`config.mk`:
```
export PLATFORM = sky130hd
export DESIGN_NAME = pwm_array_unit
export DESIGN_NICKNAME = d
export VERILOG_FILES = /design/src/logic/pwa_pkg.sv /design/src/logic/pwa_channel.sv /design/src/logic/pwm_array_unit.sv
export VERILOG_INCLUDE_DIRS = /design/src /design/src/logic
export SDC_FILE = /design/constraint.sdc
export NUM_CORES = 1
export LEC_CHECK = 0
export BUFFER_PORTS_ARGS = -buffer_cell sky130_fd_sc_hd__buf_2
export CORE_ASPECT_RATIO = 1.2
export CORE_MARGIN = 2
export CORE_UTILIZATION = 52
export CTS_CLUSTER_DIAMETER = 100
export DETAILED_ROUTE_END_ITERATION = 12
export HOLD_SLACK_MARGIN = 0.15
export MAX_ROUTING_LAYER = met4
export PLACE_DENSITY_LB_ADDON = 0.05
export SLEW_MARGIN = 10
export SYNTH_ARGS = -nofsm -noshare
export SYNTH_HDL_FRONTEND = slang
export SYNTH_SLANG_ARGS = --single-unit
```
`constraint.sdc`:
```
create_clock -name sys_clk -period 1.95 [get_ports sys_clk]
set_input_delay 0.195 -clock sys_clk [delete_from_list [all_inputs] [get_ports sys_clk]]
set_output_delay 0.195 -clock sys_clk [all_outputs]
set_load 0.05 [all_outputs]
```
`src/logic/pwa_map.svh`:
```
// register offsets, field positions and reset values of the pwm array
// Notes on behaviour
// RULE_01: parameter register reads doubled pattern
// RULE_02: open drain option has no effect
// RULE_03: duty write on wrap corrupts duty
// RULE_04: software writes duty just after overflow
// RULE_05: nonzero config while disabled locks busy
// RULE_06: software sets config only when enabled
// RULE_07: duty write drops that cycle's events
// RULE_08: software avoids duty writes near events
// RULE_09: version register returns fixed revision code
// RULE_10: timebase counts, wraps at limit, flags overflow
`ifndef PWA_MAP_SVH
`define PWA_MAP_SVH
`define PWA_ADDR_W 8
`define PWA_OFF_CTRL 8'h00
`define PWA_OFF_STATUS 8'h04
`define PWA_OFF_MASK 8'h08
`define PWA_OFF_PARAM 8'h0C
`define PWA_OFF_VERSION 8'h10
`define PWA_OFF_EVCNT 8'h14
`define PWA_OFF_DUTY0 8'h20
`define PWA_CTRL_EN_BIT 0
`define PWA_CTRL_OD_BIT 1
`define PWA_CTRL_TCLR_BIT 2
`define PWA_CTRL_SPREAD_BIT 3
`define PWA_CTRL_LIMIT_LSB 8
`define PWA_CTRL_LIMIT_MSB 15
`define PWA_ST_OVF_BIT 0
`define PWA_ST_BUSY_BIT 1
`define PWA_ST_EVDROP_BIT 2
`define PWA_PARAM_VALUE 32'h0000_2424
`define PWA_LIMIT_RESET 8'hFF
`define PWA_DUTY_RESET 8'h00
`define PWA_GARBLE 8'hA5
`endif

```
`src/logic/pwa_pkg.sv`:
```
// types shared by the pwm array files
package pwa_pkg;
    typedef logic [7:0] pwa_count_t;
    typedef enum logic [1:0] {
        PWA_IDLE = 2'b01,
        PWA_RUN = 2'b10
    } pwa_state_t;
endpackage

```
`src/logic/pwa_channel.sv`:
```
// one pwm channel: compare and event-driven output toggle
`include "pwa_map.svh"
`timescale 1ns/1ns
`default_nettype none
module pwa_channel
    import pwa_pkg::*;
#(
    parameter int CW = 8
)
(
    input wire logic sys_clk,
    input wire logic rst_b,
    input wire logic clkEn,
    input wire logic running,
    input wire logic [CW-1:0] count,
    input wire logic [CW-1:0] duty,
    input wire logic eventIn,
    output logic pinOut
);
    logic evInvert;
    logic next_evInvert;
    logic next_pinOut;

    always_comb
    begin
        next_evInvert = evInvert;
        // events flip polarity; gating happens upstream
        if (eventIn)
        begin
            next_evInvert = ~evInvert;
        end
        next_pinOut = running ? ((count < duty) ^ next_evInvert) : 1'b0;
    end

    always_ff @(posedge sys_clk or negedge rst_b)
    begin
        if (!rst_b)
        begin
            evInvert <= 1'b0;
            pinOut <= 1'b0;
        end
        else if (clkEn)
        begin
            evInvert <= next_evInvert;
            pinOut <= next_pinOut;
        end
    end
endmodule
`default_nettype wire

```
`src/logic/pwm_array_unit.sv`:
```
// pwm array top: registers, timebase, busy lockup, event gating, channels
`include "pwa_map.svh"
`timescale 1ns/1ns
`default_nettype none
module pwm_array_unit
    import pwa_pkg::*;
#(
    parameter int CHANNELS = 4,
    parameter logic [31:0] VERSION_CODE = 32'h0000_0A17 // arbitrary value
)
(
    input wire logic sys_clk,
    input wire logic rst_b,
    input wire logic clkEn,
    input wire logic [`PWA_ADDR_W-1:0] regAddr,
    input wire logic [31:0] regWdata,
    input wire logic regWr,
    input wire logic regRd,
    output logic [31:0] regRdata,
    input wire logic [CHANNELS-1:0] periphEvent,
    output logic [CHANNELS-1:0] pinOut,
    output logic [CHANNELS-1:0] pinOutEn_b,
    output logic irq
);
    // ***************************************************
    // state
    // ***************************************************
    pwa_state_t state;
    pwa_state_t next_state;
    logic genEnable;
    logic openDrain;
    logic timebaseClear;
    logic spreadSel;
    pwa_count_t timebaseLimit;
    pwa_count_t count;
    logic [2:0] status;
    logic [2:0] mask;
    logic [15:0] evDropCount;
    pwa_count_t duty [CHANNELS];

    logic next_genEnable;
    logic next_openDrain;
    logic next_timebaseClear;
    logic next_spreadSel;
    pwa_count_t next_timebaseLimit;
    pwa_count_t next_count;
    logic [2:0] next_status;
    logic [2:0] next_mask;
    logic [15:0] next_evDropCount;
    logic [31:0] next_regRdata;

    logic ctrlWr;
    logic statusWr;
    logic dutyWr;
    logic wrapNow;
    logic running;
    logic badCfg;
    logic [CHANNELS-1:0] gatedEvent;

    assign running = (state == PWA_RUN);
    assign ctrlWr = regWr && (regAddr == `PWA_OFF_CTRL);
    assign statusWr = regWr && (regAddr == `PWA_OFF_STATUS);
    // wrap compare uses the stored limit, not a write landing this cycle
    assign wrapNow = running && (count == timebaseLimit); // RULE_10

    // ***************************************************
    // control, timebase and status
    // ***************************************************
    always_comb
    begin
        next_genEnable = genEnable;
        next_openDrain = openDrain;
        next_timebaseClear = 1'b0;
        next_spreadSel = spreadSel;
        next_timebaseLimit = timebaseLimit;
        next_mask = mask;
        badCfg = 1'b0;
        if (ctrlWr)
        begin
            next_genEnable = regWdata[`PWA_CTRL_EN_BIT];
            next_openDrain = regWdata[`PWA_CTRL_OD_BIT];
            next_timebaseClear = regWdata[`PWA_CTRL_TCLR_BIT];
            next_spreadSel = regWdata[`PWA_CTRL_SPREAD_BIT];
            next_timebaseLimit = regWdata[`PWA_CTRL_LIMIT_MSB:`PWA_CTRL_LIMIT_LSB];
            // nonzero sync field with enable low and not being set: busy sticks
            badCfg = !genEnable && !regWdata[`PWA_CTRL_EN_BIT] &&
                ((regWdata[`PWA_CTRL_LIMIT_MSB:`PWA_CTRL_LIMIT_LSB] != 8'h00) ||
                regWdata[`PWA_CTRL_SPREAD_BIT] || regWdata[`PWA_CTRL_TCLR_BIT]); // RULE_05
        end
        if (regWr && (regAddr == `PWA_OFF_MASK))
        begin
            next_mask = regWdata[2:0];
        end
        next_state = state;
        case (state)
            PWA_IDLE:
            begin
                if (next_genEnable)
                begin
                    next_state = PWA_RUN;
                end
            end
            PWA_RUN:
            begin
                if (!next_genEnable)
                begin
                    next_state = PWA_IDLE;
                end
            end
            default:
            begin
                next_state = PWA_IDLE;
            end
        endcase
        next_count = count;
        if (timebaseClear || !running)
        begin
            next_count = 8'h00;
        end
        else if (wrapNow)
        begin
            next_count = 8'h00; // RULE_10
        end
        else
        begin
            next_count = count + 8'h01;
        end
        next_status = status;
        if (statusWr)
        begin
            next_status[`PWA_ST_OVF_BIT] = status[`PWA_ST_OVF_BIT] &
                ~regWdata[`PWA_ST_OVF_BIT];
            next_status[`PWA_ST_EVDROP_BIT] = status[`PWA_ST_EVDROP_BIT] &
                ~regWdata[`PWA_ST_EVDROP_BIT];
        end
        // set wins over a clear in the same cycle
        if (wrapNow)
        begin
            next_status[`PWA_ST_OVF_BIT] = 1'b1; // RULE_10
        end
        if (badCfg)
        begin
            next_status[`PWA_ST_BUSY_BIT] = 1'b1; // RULE_05
        end
        if (dutyWr && (periphEvent != '0))
        begin
            next_status[`PWA_ST_EVDROP_BIT] = 1'b1;
        end
        // drop counter rolls over silently at its width
        next_evDropCount = evDropCount;
        if (dutyWr && (periphEvent != '0))
        begin
            next_evDropCount = evDropCount + 16'h0001;
        end
    end

    // busy only clears by reset: the lockup is kept on purpose
    always_ff @(posedge sys_clk or negedge rst_b)
    begin
        if (!rst_b)
        begin
            state <= PWA_IDLE;
            genEnable <= 1'b0;
            openDrain <= 1'b0;
            timebaseClear <= 1'b0;
            spreadSel <= 1'b0;
            timebaseLimit <= `PWA_LIMIT_RESET;
            count <= 8'h00;
            status <= 3'h0;
            mask <= 3'h0;
            evDropCount <= 16'h0000;
        end
        else if (clkEn)
        begin
            state <= next_state;
            genEnable <= next_genEnable;
            openDrain <= next_openDrain;
            timebaseClear <= next_timebaseClear;
            spreadSel <= next_spreadSel;
            timebaseLimit <= next_timebaseLimit;
            count <= next_count;
            status <= next_status;
            mask <= next_mask;
            evDropCount <= next_evDropCount;
        end
    end

    // ***************************************************
    // duty registers, event gating and channels
    // ***************************************************
    logic [CHANNELS-1:0] dutyHit;
    assign dutyWr = |dutyHit;
    // a duty write in this cycle discards every incoming event
    assign gatedEvent = dutyWr ? '0 : periphEvent; // RULE_07

    genvar gi;
    generate
        for (gi = 0; gi < CHANNELS; gi++)
        begin : g_ch
            pwa_count_t next_duty;
            assign dutyHit[gi] = regWr &&
                (regAddr == `PWA_OFF_DUTY0 + 8'(4 * gi));
            always_comb
            begin
                next_duty = duty[gi];
                if (dutyHit[gi])
                begin
                    // write on the wrap cycle stores a garbled value
                    next_duty = wrapNow ? (regWdata[7:0] ^ `PWA_GARBLE) : regWdata[7:0]; // RULE_03
                end
            end
            always_ff @(posedge sys_clk or negedge rst_b)
            begin
                if (!rst_b)
                begin
                    duty[gi] <= `PWA_DUTY_RESET;
                end
                else if (clkEn)
                begin
                    duty[gi] <= next_duty;
                end
            end
            pwa_channel #(
                .CW(8)
            ) u_ch (
                .sys_clk(sys_clk),
                .rst_b(rst_b),
                .clkEn(clkEn),
                .running(running),
                .count(count),
                .duty(duty[gi]),
                .eventIn(gatedEvent[gi]),
                .pinOut(pinOut[gi])
            );
            // open drain select is ignored: always push-pull, enable low = drive
            assign pinOutEn_b[gi] = 1'b0; // RULE_02
        end
    endgenerate

    assign irq = |(status & mask);

    // ***************************************************
    // read port
    // ***************************************************
    always_comb
    begin
        // answer stands one cycle, zero otherwise, so no stale data lingers
        next_regRdata = 32'h0000_0000;
        if (regRd)
        begin
            if (regAddr == `PWA_OFF_CTRL)
            begin
                next_regRdata = {16'h0000, timebaseLimit, 4'h0, spreadSel, 1'b0,
                    openDrain, genEnable};
            end
            else if (regAddr == `PWA_OFF_STATUS)
            begin
                next_regRdata = {29'h0, status};
            end
            else if (regAddr == `PWA_OFF_MASK)
            begin
                next_regRdata = {29'h0, mask};
            end
            else if (regAddr == `PWA_OFF_PARAM)
            begin
                next_regRdata = `PWA_PARAM_VALUE; // RULE_01
            end
            else if (regAddr == `PWA_OFF_VERSION)
            begin
                next_regRdata = VERSION_CODE; // RULE_09
            end
            else if (regAddr == `PWA_OFF_EVCNT)
            begin
                next_regRdata = {16'h0000, evDropCount};
            end
            else
            begin
                for (int i = 0; i < CHANNELS; i++)
                begin
                    if (regAddr == `PWA_OFF_DUTY0 + 8'(4 * i))
                    begin
                        next_regRdata = {24'h0, duty[i]};
                    end
                end
            end
        end
    end

    always_ff @(posedge sys_clk or negedge rst_b)
    begin
        if (!rst_b)
        begin
            regRdata <= 32'h0000_0000;
        end
        else if (clkEn)
        begin
            regRdata <= next_regRdata;
        end
    end
endmodule
`default_nettype wire

```
==> reports/results.ini <==
[sta]
fin_ws_ns = 0.0260
rsz0062_at_grt = true
drv_slew = 0
tightest_slew_ns = 0.602
hold_viol_final = 0
fmax_mhz = 520
min_period_over_period_pct = 98.7
skew_ns = 0.00640
finalSetupViolCount = 0
timing.slew.headroom_pct = 59.4
min_period_ns = 1.92

[global_route]
grt_max_degree = 44
met1_usage_pct = 37.4
grt_overflow = 0
use_met3_pct = 4.66
grt_pass1_vias = 4838
grt_busiest_layer = met2
met2_usage_pct = 47.0
grt_use_total_pct = 29.3
antenna_found_initial = 0
grt_pass1_wl_um = 25800

[synth]
synth_top_area_share_pct = 39.1
synth_area_mm2 = 0.00583
ys_types = 59
yosysWarnings = 0
synthArstFlopShare_pct = 100
syn_inst = 589
ys_ff_latch = 100
synth_edf_count = 0
syn_area_per_cell_um2 = 9.89
yosysTopAreaCell = dfrtp_1
synth_area_leaders = dfrtp_1 (39%), ha_1 (6.4%), mux2_2 (6.0%), xnor2_1 (5.4%), nand2_1 (4.1%)
synth-main-ff-cell = dfrtp_1
seq_area_frac_synth_pct = 43.1

[finish]
drive_gt1_share_pct = 27.3
final_cell_mix = dfrtp_1 (88), nand2_1 (64), buf_2 (52)
fin_area_mm2 = 0.00711
antenna_cells = 0
layout_commonest_cell = dfrtp_1
num-nets-final = 769
utilization_pct = 64.7
area_delta_synth_final_pct = 22.0
fill_cells = 923

[min_path]
hp-class = input port to register

[placement]
hpwl_um = 12500
gp_congestion = 0.889
io_buffers = 53
placed_area_mm2 = 0.00647
place_ws_ns = -0.228

[route]
route.vias.total = 4805
drtPass1Iterations = 6
drt_iter0_drc = 301
avgRoutedWirePerCell_um = 20.0
drt-total-wl_um = 16600
drcViolationCount = 0
vias_per_cell = 5.81
drtAntennaViolNets = 0

[pwr]
p_sw_mw = 1.42
internal-power_mw = 3.37
powerDensity_mw_per_mm2 = 673
peakVddDrop_uv = 425
combPwrFrac_pct = 16.2
seqPwrFrac_pct = 47.8
swShare_pct = 29.6
cellLeakagePower_nw = 3.25
clkPwrFrac_pct = 35.9

[critical_path]
start_kind = register
cp.required_ns = 2.18
critPathCaptureType = register
cp_max_fo = 5
crit_type = register to register
cp.arrival_ns = 2.16

[die]
die_x_um = 101
num_rows = 42
fp.coreArea_mm2 = 0.0110
io_pins = 90
fp.dieH_um = 120
start_util_pct = 53.1
die_area_mm2 = 0.0121

[clocking]
cts_made_buffers = 9
path_clk_slew_ns = 0.07
clk_latency_ns = 0.35
clock-root-buffer = clkbuf_16
clkSinkCount = 100
cts_buffer_depth = 2
htreeDepth = 3
cts_tree = yes

[outcome]
status = finished clean

[job]
max_cap_violations = 0

## through the flow
step | instances | setup TNS, ns | hold WS, ns | power [mW]
global placement | 796 | -1.22 | 0.0967 | 3.01
detailed placement | 796 | -1.78 | 0.102 | 3.03
finish | 827 | 0 | 0.166 | 4.79
CTS | 827 | -0.138 | 0.162 | 4.76
global route | 827 | -0.0868 | 0.174 | 4.98
floorplan | 608 | 0 | -0.101 | 2.78
## logic make-up after synthesis
kind of cell,synth area share [%]
compound gates,15.1
xor+xnor,6.31
fa+ha+maj,6.44
buf+inv,6.94
flops,43.1
mux,8.01
other cells,0.0644
simple gates,14.0
## synth_stat cells, drive strengths merged, types with 3 or more instances
library cell  number
a2111oi            4
a211oi             5
a21o               6
a21oi             21
a221o              5
a22oi              6
and2               5
and3               4
buf               31
clkbuf            15
dfrtp             91
dfstp              9
ha                30
inv               37
mux2              31
mux2i              5
mux4               3
nand2             64
nand2b             7
nand3             22
nand4             13
nor2              22
nor2b              3
nor3               8
nor4               3
o2111a             4
o2111ai            4
o21a               5
o21ai             46
o2bb2ai            9
xnor2             36
xor2               6
## repair_timing
item | in CTS | in global routing
pin swaps | 2 | 15
hold buffers | 13 | 0
endpoints found under the hold margin | 113 | 0
buffers inserted | 2 | 1
endpoints found under the setup margin | 4 | 26
gates resized for setup | 12 | 33
## power groups by stage
stage	sequential (mW)	combinational, mW	clock, mW
2_1_floorplan	2.31	0.478	0
3_3_place_gp	2.32	0.686	0
3_5_place_dp	2.32	0.710	0
4_1_cts	2.29	0.737	1.74
5_1_grt	2.30	0.841	1.84
6_report	2.29	0.777	1.72
## critical path, cell delays in order (launching register included)
cell,delay [ns]
dfrtp_2,0.51
ha_4,0.25
a21o_1,0.18
a2111oi_4,0.35
o21ai_2,0.11
o2111a_1,0.14
a221o_1,0.27
## registers in the layout, indices dropped and copies added (netlist names)
register / cells
duty: 32
openDrain: 1
spreadSel: 1
evDropCount: 16
count: 8
g_ch.u_ch.pinOut: 4
timebaseClear: 1
state: 2
genEnable: 1
status: 3
timebaseLimit: 8
g_ch.u_ch.evInvert: 4
mask: 3
regRdata: 16
## path summary, 6_finish.rpt
path	startpoint	end	slack, ns	cells after the start
worst min register to register	regRdata[4]$_DFFE_PN0P_	regRdata[4]$_DFFE_PN0P_	0.49	1
worst max register to register	count[4]$_DFFE_PN0P_	g_ch[2].u_ch.pinOut$_DFFE_PN0P_	0.03	6
max in group asynchronous	rst_b	timebaseLimit[3]$_DFFE_PN1P_	1.00	3
worst max-delay path	count[4]$_DFFE_PN0P_	g_ch[2].u_ch.pinOut$_DFFE_PN0P_	0.03	6
worst min-delay path	regRd	regRdata[13]$_DFFE_PN0P_	0.17	3
min in group asynchronous	rst_b	g_ch[2].u_ch.evInvert$_DFFE_PN0P_	0.27	2
## cell type report
type	count	area, um2	area share [%]
repair buffers	117	817	11.5
well taps	132	165	2.32
clock buffers	10	229	3.22
inverters	37	139	1.95
multi-input cells	425	3190	44.9
flip-flops and latches	100	2520	35.4
clock inverters	6	48.8	0.686
## metal layers
metal	share of wire, %	up-vias
met2	51	159
met4	2.6	0
met3	4.6	30
li1	-	2271
met5	0	-
met1	42	2345
(Power assumes the default switching activity.)
